`src/sbcc_regs.svh`:
```
`ifndef SBCC_REGS_SVH
`define SBCC_REGS_SVH

// ==========================================================
// register offsets
`define SBCC_OFF_BREAK_STATUS    16'hfe00
`define SBCC_OFF_RESET_CAUSE     16'hfe01
`define SBCC_OFF_BREAK_FLAG_CTRL 16'hfe03
`define SBCC_OFF_CLOCK_CTRL      16'hfe04
`define SBCC_OFF_CLOCK_STATUS    16'hfe05
`define SBCC_OFF_IRQ_PENDING0    16'hfe08

// ==========================================================
// field positions
`define SBCC_CTRL_SHORT_STOP_RECOVERY_SEL_BIT   0
`define SBCC_CTRL_STOP_BIT    1
`define SBCC_CTRL_WAIT_BIT    2
`define SBCC_RC_POR_BIT       7
`define SBCC_RC_PIN_BIT       6
`define SBCC_RC_LVI_BIT       1
`define SBCC_BS_BW_BIT        1
`define SBCC_BFC_BCFE_BIT     7

// ==========================================================
// reset values
`define SBCC_RST_BREAK_STATUS 8'h00
`define SBCC_RST_BFC          8'h00
`define SBCC_RST_CTRL         8'h00
`define SBCC_RST_CAUSE        8'h80

// ==========================================================
// timing counts in reference cycles
`define SBCC_POR_HOLD_CYCLES   4096
`define SBCC_STOP_LONG_CYCLES  4096
`define SBCC_STOP_SHORT_CYCLES 32
`define SBCC_CNT_WIDTH         12

`endif

```
`src/sbcc_pkg.sv`:
```
package sbcc_pkg;
    // ==========================================================
    // recovery sequencer states
    typedef enum logic [3:0]
    {
        SBCC_HOLD_POR = 4'b0001,
        SBCC_RUN      = 4'b0010,
        SBCC_STOPPED  = 4'b0100,
        SBCC_WAITING  = 4'b1000
    } sbcc_state_t;
endpackage : sbcc_pkg

```
`src/sbcc_phase_gen.sv`:
```
`timescale 1ns/1ps
// two non-overlapping bus phases from the generator output
module sbcc_phase_gen
(
    // clock and reset
    input  wire logic i_clock,
    input  wire logic i_resetn,
    // control
    input  wire logic i_gen_out,
    input  wire logic i_run,
    // phases
    output logic      o_phase1,
    output logic      o_phase2
);
    logic sync_a;
    logic sync_b;
    logic last_gen;
    logic div2;
    logic next_div2;
    logic next_phase1;
    logic next_phase2;

    // ==========================================================
    // divide the generator output by two
    always_comb
    begin
        next_div2 = div2;
        if (sync_b && !last_gen)
            next_div2 = ~div2;
        // one dead step between phases keeps them apart
        next_phase1 = i_run && div2 && !o_phase2 && !next_div2 ? 1'b0
                      : i_run && div2 && !o_phase2;
        next_phase2 = i_run && !div2 && !o_phase1 && next_div2 == div2;
    end

    // register stage
    always_ff @(posedge i_clock or negedge i_resetn)
    begin
        if (!i_resetn)
        begin
            sync_a   <= 1'b0;
            sync_b   <= 1'b0;
            last_gen <= 1'b0;
            div2     <= 1'b0;
            o_phase1 <= 1'b0;
            o_phase2 <= 1'b0;
        end
        else
        begin
            sync_a   <= i_gen_out;
            sync_b   <= sync_a;
            last_gen <= sync_b;
            div2     <= next_div2;
            o_phase1 <= next_phase1;
            o_phase2 <= next_phase2;
        end
    end
endmodule : sbcc_phase_gen

```
`src/sbcc_clock_control.sv`:
```
`timescale 1ns/1ps
`include "sbcc_regs.svh"
module sbcc_clock_control
    import sbcc_pkg::*;
#(
    parameter int POR_HOLD_CYCLES  = `SBCC_POR_HOLD_CYCLES,
    parameter int STOP_LONG_CYCLES = `SBCC_STOP_LONG_CYCLES,
    parameter int IRQ_COUNT        = 32
)
(
    // clock and reset
    input  wire logic                 i_clock,
    input  wire logic                 i_resetn,
    // clock generator side
    input  wire logic                 i_osc_ref_clock,
    input  wire logic                 i_clock_gen_output,
    input  wire logic                 i_pll_select,
    // reset sources
    input  wire logic                 i_power_on_pulse,
    input  wire logic                 i_low_voltage_trip,
    input  wire logic                 i_reset_pin,
    // cpu side
    input  wire logic                 i_stop_exec,
    input  wire logic                 i_wait_exec,
    input  wire logic                 i_break,
    input  wire logic [IRQ_COUNT-1:0] i_irq,
    // register port
    input  wire logic [15:0]          i_addr,
    input  wire logic [7:0]           i_wdata,
    input  wire logic                 i_wr,
    input  wire logic                 i_rd,
    output logic      [7:0]           o_rdata,
    // clock and reset outputs
    output logic                      o_cpu_clock_en,
    output logic                      o_periph_clock_en,
    output logic                      o_bus_phase1,
    output logic                      o_bus_phase2,
    output logic                      o_pll_select,
    output logic                      o_reset_pin_out,
    output logic                      o_reset_pin_oe_n,
    output logic                      o_internal_reset,
    output logic                      o_irq_any
);
    // ==========================================================
    // synchronisers for foreign inputs
    logic [1:0] osc_sync;
    logic [1:0] por_sync;
    logic [1:0] lvi_sync;
    logic [1:0] pin_sync;
    logic [IRQ_COUNT-1:0] irq_s1;
    logic [IRQ_COUNT-1:0] irq_s2;
    logic       osc_last;

    always_ff @(posedge i_clock or negedge i_resetn)
    begin
        if (!i_resetn)
        begin
            osc_sync <= 2'h0;
            por_sync <= 2'h0;
            lvi_sync <= 2'h0;
            pin_sync <= 2'h3;
            irq_s1   <= '0;
            irq_s2   <= '0;
            osc_last <= 1'b0;
        end
        else
        begin
            osc_sync <= {osc_sync[0], i_osc_ref_clock};
            por_sync <= {por_sync[0], i_power_on_pulse};
            lvi_sync <= {lvi_sync[0], i_low_voltage_trip};
            pin_sync <= {pin_sync[0], i_reset_pin};
            irq_s1   <= i_irq;
            irq_s2   <= irq_s1;
            osc_last <= osc_sync[1];
        end
    end

    // falling edge of the reference clock advances the counter
    logic osc_fall;
    assign osc_fall = osc_last && !osc_sync[1];

    // ==========================================================
    // registers and state
    sbcc_state_t               state;
    sbcc_state_t               next_state;
    logic [`SBCC_CNT_WIDTH:0]  count;
    logic [`SBCC_CNT_WIDTH:0]  next_count;
    logic [7:0]                ctrl;
    logic [7:0]                next_ctrl;
    logic [7:0]                brk_status;
    logic [7:0]                next_brk_status;
    logic [7:0]                bfc;
    logic [7:0]                next_bfc;
    logic [7:0]                cause;
    logic [7:0]                next_cause;
    logic [7:0]                next_rdata;
    logic                      stop_short;
    logic [`SBCC_CNT_WIDTH:0]  stop_limit;
    logic                      irq_wake;

    // 32 pending sources, any mix of external and internal
    assign irq_wake   = |irq_s2;
    assign stop_short = ctrl[`SBCC_CTRL_SHORT_STOP_RECOVERY_SEL_BIT];
    // short recovery only when the select bit is one
    assign stop_limit = stop_short ?
        (`SBCC_CNT_WIDTH+1)'(`SBCC_STOP_SHORT_CYCLES) :
        (`SBCC_CNT_WIDTH+1)'(STOP_LONG_CYCLES);

    // register read decode, reused for write decode
    function automatic logic sbcc_hit(input logic [15:0] a,
                                      input logic [15:0] off);
        sbcc_hit = (a == off);
    endfunction : sbcc_hit

    function automatic logic [7:0] sbcc_irq_byte(
        input logic [IRQ_COUNT-1:0] v, input logic [15:0] a);
        logic [IRQ_COUNT+7:0] w;
        w = {8'h00, v};
        sbcc_irq_byte = w[8*a[1:0] +: 8];
    endfunction : sbcc_irq_byte

    // ==========================================================
    // sequencer next state
    always_comb
    begin
        next_state      = state;
        next_count      = count;
        next_ctrl       = ctrl;
        next_brk_status = brk_status;
        next_bfc        = bfc;
        next_cause      = cause;
        case (state)
            SBCC_HOLD_POR:
            begin
                // clocks held, counting reference cycles
                if (osc_fall)
                    next_count = count + 1'b1;
                if (count >= (`SBCC_CNT_WIDTH+1)'(POR_HOLD_CYCLES))
                begin
                    next_state = SBCC_RUN;
                    next_count = '0;
                end
            end
            SBCC_RUN:
            begin
                // free running prescaler between events
                if (osc_fall)
                    next_count = count + 1'b1;
                if (i_stop_exec)
                begin
                    next_state = SBCC_STOPPED;
                    next_count = '0;
                end
                else if (i_wait_exec)
                    next_state = SBCC_WAITING;
            end
            SBCC_STOPPED:
            begin
                // wake source lets the reference drive the counter
                if ((irq_wake || i_break || ctrl[`SBCC_CTRL_STOP_BIT])
                    && osc_fall)
                    next_count = count + 1'b1;
                if (count >= stop_limit)
                begin
                    next_state = SBCC_RUN;
                    next_count = '0;
                end
                else if (count == '0 && !(irq_wake || i_break
                         || ctrl[`SBCC_CTRL_STOP_BIT]))
                    next_count = '0;
            end
            SBCC_WAITING:
            begin
                if (irq_wake || i_break)
                    next_state = SBCC_RUN;
            end
            default:
            begin
                next_state = SBCC_HOLD_POR;
                next_count = '0;
            end
        endcase
        // low voltage trip restarts the long hold-off
        if (por_sync[1] || lvi_sync[1])
        begin
            next_state = SBCC_HOLD_POR;
            next_count = '0;
            next_cause = por_sync[1] ?
                8'h01 << `SBCC_RC_POR_BIT : cause;
            if (lvi_sync[1])
                next_cause[`SBCC_RC_LVI_BIT] = 1'b1;
        end
        if (!pin_sync[1])
            next_cause[`SBCC_RC_PIN_BIT] = 1'b1;
        if (i_break)
            next_brk_status[`SBCC_BS_BW_BIT] = 1'b1;
        // software writes; the stop wake bit clears itself
        if (state != SBCC_STOPPED)
            next_ctrl[`SBCC_CTRL_STOP_BIT] = 1'b0;
        if (i_wr && sbcc_hit(i_addr, `SBCC_OFF_CLOCK_CTRL))
            next_ctrl = i_wdata;
        if (i_wr && sbcc_hit(i_addr, `SBCC_OFF_BREAK_FLAG_CTRL))
            next_bfc = i_wdata;
        // break flag clears by writing zero, set wins
        if (i_wr && sbcc_hit(i_addr, `SBCC_OFF_BREAK_STATUS) && !i_break)
            next_brk_status[`SBCC_BS_BW_BIT] =
                brk_status[`SBCC_BS_BW_BIT] & i_wdata[`SBCC_BS_BW_BIT];
        // reading the cause register clears it
        if (i_rd && sbcc_hit(i_addr, `SBCC_OFF_RESET_CAUSE)
            && !(por_sync[1] || lvi_sync[1]) && pin_sync[1])
            next_cause = 8'h00;
    end

    // read data mux
    always_comb
    begin
        next_rdata = 8'h00;
        if (i_rd)
        begin
            if (sbcc_hit(i_addr, `SBCC_OFF_BREAK_STATUS))
                next_rdata = brk_status;
            else if (sbcc_hit(i_addr, `SBCC_OFF_RESET_CAUSE))
                next_rdata = cause;
            else if (sbcc_hit(i_addr, `SBCC_OFF_BREAK_FLAG_CTRL))
                next_rdata = bfc;
            else if (sbcc_hit(i_addr, `SBCC_OFF_CLOCK_CTRL))
                next_rdata = ctrl;
            else if (sbcc_hit(i_addr, `SBCC_OFF_CLOCK_STATUS))
                next_rdata = {4'h0, state};
            else if (i_addr[15:2] == 14'(`SBCC_OFF_IRQ_PENDING0 >> 2))
                next_rdata = sbcc_irq_byte(irq_s2, i_addr);
        end
    end

    // state registers
    always_ff @(posedge i_clock or negedge i_resetn)
    begin
        if (!i_resetn)
        begin
            state      <= SBCC_HOLD_POR;
            count      <= '0;
            ctrl       <= `SBCC_RST_CTRL;
            brk_status <= `SBCC_RST_BREAK_STATUS;
            bfc        <= `SBCC_RST_BFC;
            cause      <= `SBCC_RST_CAUSE;
            o_rdata    <= 8'h00;
        end
        else
        begin
            state      <= next_state;
            count      <= next_count;
            ctrl       <= next_ctrl;
            brk_status <= next_brk_status;
            bfc        <= next_bfc;
            cause      <= next_cause;
            o_rdata    <= next_rdata;
        end
    end

    // ==========================================================
    // clock enables and reset pin
    logic run_bus;
    assign run_bus = (state == SBCC_RUN) || (state == SBCC_WAITING);
    // cpu stops in wait, peripherals keep bus, own gating applies
    assign o_cpu_clock_en    = (state == SBCC_RUN);
    assign o_periph_clock_en = run_bus;
    // pin pulled low through the whole hold-off
    assign o_reset_pin_out   = 1'b0;
    assign o_reset_pin_oe_n  = (state != SBCC_HOLD_POR);
    assign o_internal_reset  = (state == SBCC_HOLD_POR);
    // select passed to the generator's glitch-free mux
    assign o_pll_select      = i_pll_select;
    assign o_irq_any         = irq_wake;

    // bus at generator/2; generator is source/2, so source/4
    sbcc_phase_gen u_phase
    (
        .i_clock   (i_clock),
        .i_resetn  (i_resetn),
        .i_gen_out (i_clock_gen_output),
        .i_run     (run_bus),
        .o_phase1  (o_bus_phase1),
        .o_phase2  (o_bus_phase2)
    );
endmodule : sbcc_clock_control

```
`config.mk`:
```
export PLATFORM = sky130hd
export DESIGN_NAME = sbcc_clock_control
export DESIGN_NICKNAME = d
export VERILOG_FILES = /design/src/sbcc_pkg.sv /design/src/sbcc_phase_gen.sv /design/src/sbcc_clock_control.sv
export VERILOG_INCLUDE_DIRS = /design/src
export SDC_FILE = /design/constraint.sdc
export NUM_CORES = 1
export LEC_CHECK = 0
export ABC_AREA = 1
export BUFFER_PORTS_ARGS = -buffer_cell sky130_fd_sc_hd__buf_4
export CORE_ASPECT_RATIO = 2
export CORE_MARGIN = 8
export CORE_UTILIZATION = 57
export CTS_BUF_LIST = sky130_fd_sc_hd__clkbuf_16
export DETAILED_ROUTE_END_ITERATION = 6
export GPL_TIMING_DRIVEN = 0
export PLACE_DENSITY = 0.8
export SYNTH_ARGS = -nofsm -noshare
export SYNTH_HDL_FRONTEND = slang
export SYNTH_SLANG_ARGS = --single-unit
export TNS_END_PERCENT = 30
```
`constraint.sdc`:
```
create_clock -name i_clock -period 2.5 [get_ports i_clock]
set_clock_uncertainty 0.1 [all_clocks]
set_input_delay 0.375 -clock i_clock [delete_from_list [all_inputs] [get_ports i_clock]]
set_output_delay 0.375 -clock i_clock [all_outputs]
set_load 0.02 [all_outputs]
```
* Word level (Yosys, flattened, before mapping)
Cells that the tools add are included. W data, S select, Z words.
Word-level totals: flip-flop bits (word level) 129, bits of input ports 69, output and inout bits 17, word-level logic and storage cells 126
Cells by class: add/subtract/negate cells 1, $lt $le $gt $ge 2, equal/unequal tests 21, shift-type cells 1, multiplexer cells 34, bitwise logic cells 2, reduce and logical (&&, ||, !) cells 42
Operators with widths (count):
- $mux W13 | 8
- $eq A16 B16 Y1 const B | 5
- $mux W8 | 10
- $pmux W13 S4 | 1
- $shiftx A40 B6 Y8 | 1
- $reduce_or A32 Y1 | 1
- $mux W4 | 6
- $logic_and A1 B1 Y1 | 17
- $pmux W4 S4 | 1
- $eq A14 B14 Y1 const B | 1
- $add A13 B1 Y13 const B | 1
- $ge A13 B13 Y1 | 1
- $ge A13 B13 Y1 const B | 1
- $logic_not A13 Y1 | 1
- $logic_not A1 Y1 | 9
- $ne A4 B3 Y1 const B | 2
- $reduce_and A2 Y1 | 4
- $reduce_bool A2 Y1 | 4
- $mux W1 | 7
- $ne A3 B1 Y1 const B | 2
- $ne A3 B3 Y1 const B | 2
- $ne A5 B5 Y1 const B | 1
- $eq A4 B1 Y1 const B | 1
- $eq A4 B2 Y1 const B | 1
- 12 further kinds | 15

* Longest topological paths before layout
Gate-level depths: netlist (run 1).
depth after elaboration 9, gate-level depth with buffers 14, gate-level depth less buffers 13

* Cells and area by module
From an unflattened synthesis (run 1), not the netlist that was laid out.
Unflattened totals: cells, all modules 606, area total of the unflattened synthesis 5408.9 µm²
By module, submodules not included:
- sbcc_clock_control | instances 1, cells an instance 588, area each 5202.5 µm², seq. area each 2957.8 µm²
- sbcc_phase_gen | instances 1, cells an instance 18, area each 206.4 µm², seq. area each 150.1 µm²

* Worst setup path before layout (run 1)
OpenSTA, ideal clock, no wires.
path kind reg2reg, start point register count[12], end point register count[12], library setup time 0.119 ns, arrival 1.611 ns, required time 2.281 ns, setup slack 0.671 ns, cell stages (with the launch flop) 11, path buffers 1, clock period less this slack 1.829 ns, cells stage by stage dfrtp_1 ha_1 a21oi_1 o21ai_1 inv_1 nand3_4 nor2_2 nand3_2 nand2_2 buf_6 o21ai_2
Between the ends: word-level cells in the longest chain between the ends 6, elaborated cells on any way between the ends 15, classes of those cells add/sub: 1; order compare: 2; eq/ne: 1; mux: 8; reduce/logical: 3
Ends and longest elaborated chain:
- start: declaration | line sbcc_clock_control.sv:86 | logic [`SBCC_CNT_WIDTH:0] count;
- start signal: assignment | line sbcc_clock_control.sv:251 | count <= next_count;
- $add A13 B1 Y13 / $logic_not A13 Y1 (equally long branches)
- $mux W13 / $logic_and A1 B1 Y1 (equally long branches) | line sbcc_clock_control.sv:160, sbcc_clock_control.sv:168
- $mux W13 | line sbcc_clock_control.sv:168 | else if (count == '0 && !(irq_wake || i_break
- $mux W13 | line sbcc_clock_control.sv:163 | if (count >= stop_limit)
- $pmux W13 S4 | line sbcc_clock_control.sv:132 | case (state)
- $mux W13 | line sbcc_clock_control.sv:184 | if (por_sync[1] || lvi_sync[1])
Parallel ways exist; a longest one is shown, timed or not. The select of a mux whose other input is x is not followed. A chain may end at the register's enable or synchronous reset.

* Worst setup path in the final report (run 1)
start point register state[1], end point output port o_periph_clock_en
Between the ends: word-level cells in the longest chain between the ends 2, elaborated cells on any way between the ends 3, classes of those cells eq/ne: 2; reduce/logical: 1
Ends and longest elaborated chain:
- start: declaration | line sbcc_clock_control.sv:84 | sbcc_state_t state;
- start signal: assignment | line sbcc_clock_control.sv:250 | state <= next_state;
- $eq A4 B2 Y1 / $eq A4 B4 Y1 (equally long branches) | line sbcc_clock_control.sv:263 | assign run_bus = (state == SBCC_RUN) || (state == SBCC_WAITING);
- $logic_or A1 B1 Y1 (*) | line sbcc_clock_control.sv:263
- end: declaration | line sbcc_clock_control.sv:35 | output logic o_periph_clock_en,
Mark *: on every way between the ends. The rest lies on a longest branch, timed or not.

==> results of run 1 <==
[routing by layer]
layer | wire length [µm] | global-route usage, % | vias to the layer above
li1 | - | - | 2293
met1 | 5590 | 24.2 | 2435
met2 | 9870 | 50.8 | 230
met3 | 946 | 6.37 | 86
met4 | 1370 | 23.3 | 0
met5 | 0 | 0 | -
[worst paths after layout]
path	startpoint	endpoint	slack [ns]
worst max-delay path	state[1]	o_periph_clock_en	0.22
min in group asynchronous	i_resetn	count[7]	0.26
worst min register to register	osc_sync[0]	osc_sync[1]	0.24
max in group asynchronous	i_resetn	cause[7]	1.27
worst min-delay path	i_wdata[1]	brk_status[1]	0.12
worst max register to register	count[5]	state[2]	0.27
[metrics by stage]
| stage | power (mW) | setup slack (ns) | utilization [%] | cells | instance area, µm² |
|---|---|---|---|---|---|
| floorplan | 2.28 | 0.671 | - | 615 | 5690 |
| global placement | 2.45 | 0.326 | 66.8 | 830 | 6480 |
| detailed placement | 2.47 | 0.301 | 66.8 | 830 | 6480 |
| CTS | 4.89 | 0.212 | 76.5 | 899 | 7420 |
| global route | 5.05 | 0.120 | 77.0 | 901 | 7470 |
| finish | 4.91 | 0.219 | 77.0 | 901 | 7470 |
[final cells by class]
cell class,count,area [µm²]
fillers,638,2230
multi-input cells,404,2160
plain buffers,18,151
well taps,132,165
clock inverters,15,150
repair buffers,122,1030
inverters,69,268
flip-flops and latches,124,3110
clock buffers,17,425
[sequential cells by signal, summed over array words and instances (netlist names), 2 cells and up]
name,cells
irq_s2,32
por_sync,2
ctrl,8
o_rdata,8
count,13
cause,3
state,4
irq_s1,32
pin_sync,2
lvi_sync,2
osc_sync,2
bfc,8
[tightest hold or removal path: stages]
cell     delay [ns]
buf_4          0.11
o31ai_1        0.07
nand2_1        0.05
[where the power goes]
part	switching (mW)	internal (mW)	total (mW)
sequential	0.0406	2.08	2.12
combinational	0.211	0.172	0.383
clock	0.946	1.46	2.41
total	1.20	3.72	4.91
[cells by family (layout without fill, tap and decap cells)]
family          Yosys count  count (layout)
other cells               1               1
buf+inv                  87             241
flops                   124             124
xor+xnor                  5               5
simple gates            300             300
compound gates           94              94
fa+ha+maj                 4               4
[layout by cell type (no fill, tap or decap), types with 6 or more instances in the layout]
| master | instances |
|---|---|
| a21oi_1 | 11 |
| a22oi_1 | 6 |
| buf_4 | 85 |
| buf_6 | 10 |
| clkbuf_16 | 17 |
| dfrtp_1 | 120 |
| dlygate4sd3_1 | 38 |
| inv_1 | 54 |
| inv_2 | 11 |
| nand2_1 | 124 |
| nand2_2 | 17 |
| nand3_1 | 35 |
| nand3_2 | 8 |
| nand4_1 | 25 |
| nor2_1 | 60 |
| nor2_2 | 10 |
| nor2_4 | 7 |
| o211ai_1 | 11 |
| o21ai_0 | 28 |
| o21ai_1 | 16 |
| o21ai_2 | 17 |
==> out/qor.yml, run 1 <==
clocking:
  ctsRootBufferMaster: "clkbuf_16"
  post_cts_buffers: 0
  clock_latency_ns: 0.42
  clockBufferDepth: 2
  tritoncts: "done"
  cts_made_buffers: 17
  clk_pin_slew_ns: 0.06
  cts.sinks: 124
  hold_buffers: 37
  post_cts_resized: 0
  htree_levels: 4
timing:
  slew-limit-headroom_pct: 59.3
  fmax_mhz: 438
  setup_viol_count_final: 0
  fin_crit_sh_pct: 91.3
  hold_violations: 0
  whs_ns: 0.120
  rsz0062_at_grt: "no"
  drv_slew: 0
  setup_tns_ns: 0
  layout_min_cycle_time_ns: 2.28
  worst_pin_slew_ns: 0.611
status:
  status: "finished clean"
floorplan:
  rows: 51
  die_y_um: 157
  die-area_um2: 13600
  die_x_um: 86.7
  ioPinCount: 86
  coreArea_um2: 9700
  start_util_pct: 58.7
synth:
  netlist_top_cells_count: "nand2_1 (124), dfrtp_1 (120), nor2_1 (60), inv_1 (53), nand3_1 (35)"
  synth.area.top_cells: "dfrtp_1 (53%), nand2_1 (8.2%), nor2_1 (4.0%)"
  synth_seq_cells: 124
  netlist_area_um2: 5690
  synth_edf_count: 0
  ys.flop_type: "dfrtp_1"
  synthDistinctLibCells: 42
  synth.largest_area_cell: "dfrtp_1"
  synthXorXnorAreaFrac_pct: 0.770
  yosys.area_share.simple_pct: 25.9
  yosys_warnings: 0
  synth_top_family_by_area: "simple AND/OR/NAND/NOR gates"
  async_reset_ff_share_pct: 100
  avgSynthCellArea_um2: 9.25
  synth-seq-area-share_pct: 54.6
  syn_inst: 615
  synth_compound_area_share_pct: 10.4
  synth_fa_ha_area_share_pct: 0.880
  syn_nets: 688
  yosysMostFrequentCell: "nand2_1"
  synthMuxAreaShare_pct: 0
  synth_top_area_share_pct: 52.8
worst_setup_path:
  critPathRequiredTime_ns: 2.03
  crit_fanout: 5
  path_buf_inv: 2
  crit_slowest_cell: "nor4_2"
  path_cells: "nor4_2 -> nor2_1 -> inv_1 -> buf_4"
  crit_family: "simple AND/OR/NAND/NOR gates"
  cp.arrival_ns: 1.81
  critPathLaunchType: "flip-flop"
  slowest_delay_ns: 0.50
  path_class: "reg2out"
  r2r_cells: 13
  path_depth: 4
  worstSetupEndpointType: "output pin"
finish:
  antennaDiodeCount: 0
  drive_gt1_share_pct: 28.5
  syn2layout_area_growth_pct: 31.2
  finish.net_count: 829
drt:
  post-route-drc-count: 0
  route.antenna.remaining_nets: 0
  via_count: 5044
  dr.pass1.iters: 6
  wl_per_cell_um: 19.7
  routed_via_density: 5.60
  drtIter0Drc: 303
  routed_wl_mm: 17.8
job:
  cap_viol_max_count: 0
power_and_ir_drop:
  p_per_area_nw_per_um2: 658
  ir_drop_uv: 874
  p_leak_nw: 3.59
placement:
  place_hpwl_mm: 12.1
  port_buffers: 83
  routabilityCongestion: 0.970
global_routing:
  grt_pass1_vias: 5488
  grt_antenna_before_repair: 0
  grt_max_degree: 125
  overflow: 0
  grt_usage_pct: 27.7
  grt_pass1_wl_mm: 27.7
hold_path:
  whs_path_depth: 3
  hp-class: "in2reg"
(Power assumes the default switching activity.)
==> run 2, diff against run 1 <==
--- a/config.mk
+++ b/config.mk
@@ -8,13 +8,16 @@
 export LEC_CHECK = 0
 export ABC_AREA = 1
 export BUFFER_PORTS_ARGS = -buffer_cell sky130_fd_sc_hd__buf_4
+export CELL_PAD_IN_SITES_DETAIL_PLACEMENT = 0
+export CELL_PAD_IN_SITES_GLOBAL_PLACEMENT = 2
 export CORE_ASPECT_RATIO = 2
 export CORE_MARGIN = 8
-export CORE_UTILIZATION = 57
+export CORE_UTILIZATION = 35
 export CTS_BUF_LIST = sky130_fd_sc_hd__clkbuf_16
+export CTS_CLUSTER_SIZE = 20
 export DETAILED_ROUTE_END_ITERATION = 6
 export GPL_TIMING_DRIVEN = 0
-export PLACE_DENSITY = 0.8
+export PLACE_DENSITY_LB_ADDON = 0.1
 export SYNTH_ARGS = -nofsm -noshare
 export SYNTH_HDL_FRONTEND = slang
 export SYNTH_SLANG_ARGS = --single-unit
==> run 2 against run 1 <==
Compared with the run above:
- combinational power shrank 6.8%
- non-clock buffer count did not move
- routed wire length decreased by 16%
- flip-flop and latch count did not move
- core utilization is 30 points lower
- critical path type unchanged
- largest cell class unchanged
==> out/qor.yml, run 2 (synthesis results as in run 1) <==
timing:
  drv_slew: 0  # unchanged
  setup_tns_ns: 0  # unchanged
  fmax_mhz: 435  # -0.86%
  hold_violations: 0  # unchanged
  rsz0062_at_grt: "no"
  fin_crit_sh_pct: 92.1  # +0.80 points
  layout_min_cycle_time_ns: 2.30  # +0.0199 ns
  slew-limit-headroom_pct: 63.0  # +3.7 points
  setup_ws_ns: 0.199  # -0.0199 ns
  setup_viol_count_final: 0  # unchanged
  worst_pin_slew_ns: 0.554  # -0.0575 ns
global_routing:
  grt_pass1_vias: 4650  # -15%
  overflow: 0  # unchanged
  grt_antenna_before_repair: 0  # unchanged
  grt_pass1_wl_mm: 24.5  # -12%
  grt_max_degree: 90  # -28%
  grt_usage_pct: 15.2  # -12 points
placement:
  port_buffers: 83  # unchanged
  place_hpwl_mm: 10.8  # -11%
  preCtsSetupSlack_ns: 0.377  # +0.0767 ns
  placed_cells: 903  # +8.8%
  place_area_um2: 6600  # +1.9%
  routabilityCongestion: 0.829  # -15%
drt:
  dr.pass1.iters: 4  # -2
  post-route-drc-count: 0  # unchanged
  via_count: 4521  # -10%
  routed_via_density: 4.65  # -17%
  drtIter0Drc: 170  # -44%
  wl_per_cell_um: 15.4  # -22%
  route.antenna.remaining_nets: 0  # unchanged
  routed_wl_mm: 15.0  # -16%
floorplan:
  die_y_um: 196  # +25%
  start_util_pct: 35.3  # -23 points
  ioPinCount: 86  # unchanged
  die_x_um: 106  # +23%
  die-area_um2: 20800  # +53%
  coreArea_um2: 16100  # +66%
  rows: 66  # +29%
worst_setup_path:
  path_cells: "nor4_2 -> nor2_1 -> inv_1 -> buf_4"
  critPathRequiredTime_ns: 2.03  # about the same
  crit_slowest_cell: "nor4_2"
  r2r_cells: 12  # -1
  worstSetupEndpointType: "output pin"
  critPathLaunchType: "flip-flop"
  cp.arrival_ns: 1.83  # +0.02 ns
  crit_fanout: 5  # unchanged
  path_class: "reg2out"
  slowest_delay_ns: 0.50  # about the same
power_and_ir_drop:
  p_per_area_nw_per_um2: 644  # -2.1%
  p_leak_nw: 3.60  # +0.24%
  ir_drop_uv: 585  # -33%
finish:
  drive_gt1_share_pct: 28.4  # -0.093 points
  syn2layout_area_growth_pct: 32.7
  design_area_um2: 7550  # +1.1%
  stdcell_count: 972  # +7.9%
  top_regs: "irq_s1: 32 flops, irq_s2: 32 flops, count: 13 flops"
  layout_commonest_cell: "nand2_1"
  finish.net_count: 829  # unchanged
  final_cell_mix: "nand2_1 (124), dfrtp_1 (120), buf_4 (85), nor2_1 (60), inv_1 (54)"
  num-fill-cells: 1542  # +140%
  antennaDiodeCount: 0  # unchanged
job:
  cap_viol_max_count: 0  # unchanged
hold_path:
  hp-class: "in2reg"
  whs_path_depth: 3  # unchanged
clocking:
  ctsRootBufferMaster: "clkbuf_16"
  clockBufferDepth: 2  # unchanged
  cts.sinks: 124  # unchanged
  post_cts_buffers: 0  # unchanged
  clk_pin_slew_ns: 0.06  # about the same
  clock_latency_ns: 0.41  # about the same
  htree_levels: 4  # unchanged
  cts_made_buffers: 17  # unchanged
  tritoncts: "done"
status:
  status: "finished clean"
-- run 2: changes by cell type in the layout (fill, tap and decap cells not counted), sizes merged --
cell,delta
inv,+2
clkinvlp,-3
-- run 2: metrics by stage --
stage / hold slack [ns] / utilization [%] / total power, mW
2_1_floorplan: -0.0206 / - / 2.28
3_3_place_gp: 0.232 / 40.8 / 2.46
3_5_place_dp: 0.200 / 41.0 / 2.47
4_1_cts: 0.100 / 46.9 / 4.94
5_1_grt: 0.115 / 46.9 / 5.05
6_report: 0.116 / 46.9 / 4.86
-- run 2: final cells by class --
type                            count  area [µm²]  share of cell area, %
Sequential cell                   124        3110                   41.2
Multi-Input combinational cell    404        2160                   28.6
Timing Repair Buffer              122        1030                   13.7
Clock buffer                       17         425                   5.63
Inverter                           69         268                   3.55
Tap cell                          204         255                   3.38
Buffer                             18         151                   2.00
Clock inverter                     14         145                   1.92
-- run 2: path summary, 6_finish.rpt --
check	startpoint	end	slack, ns
max reg2reg	count[12]	state[2]	0.34
min	i_wdata[1]	brk_status[1]	0.12
max in group asynchronous	i_resetn	state[0]	1.18
max	state[1]	o_periph_clock_en	0.20
min in group asynchronous	i_resetn	irq_s1[6]	0.33
min reg2reg	irq_s1[27]	irq_s2[27]	0.25
-- run 2: where the power goes --
part	switching, mW	leakage (nW)	total, mW	internal [mW]
sequential	0.0359	1.53	2.12	2.08
clock	0.924	0.279	2.39	1.46
combinational	0.185	1.79	0.357	0.171
total	1.14	3.60	4.86	3.72
-- run 2: routing by layer --
| layer | wire length [µm] | track usage (%) |
|---|---|---|
| met5 | 0 | 0 |
| met4 | 191 | 5.83 |
| met3 | 648 | 3.65 |
| met2 | 6920 | 23.5 |
| met1 | 7210 | 20.0 |
-- run 2: timing repair --
action | CTS | global route
hold buffers | 38 | 0
gates resized for setup | 0 | 0
endpoints found under the hold margin | 69 | 0
-- run 2: critical path, delay by kind of cell, from the launching register on --
kind	cells	cell delay (ns)
flops	1	0.46
buf+inv	2	0.28
simple gates	2	0.67
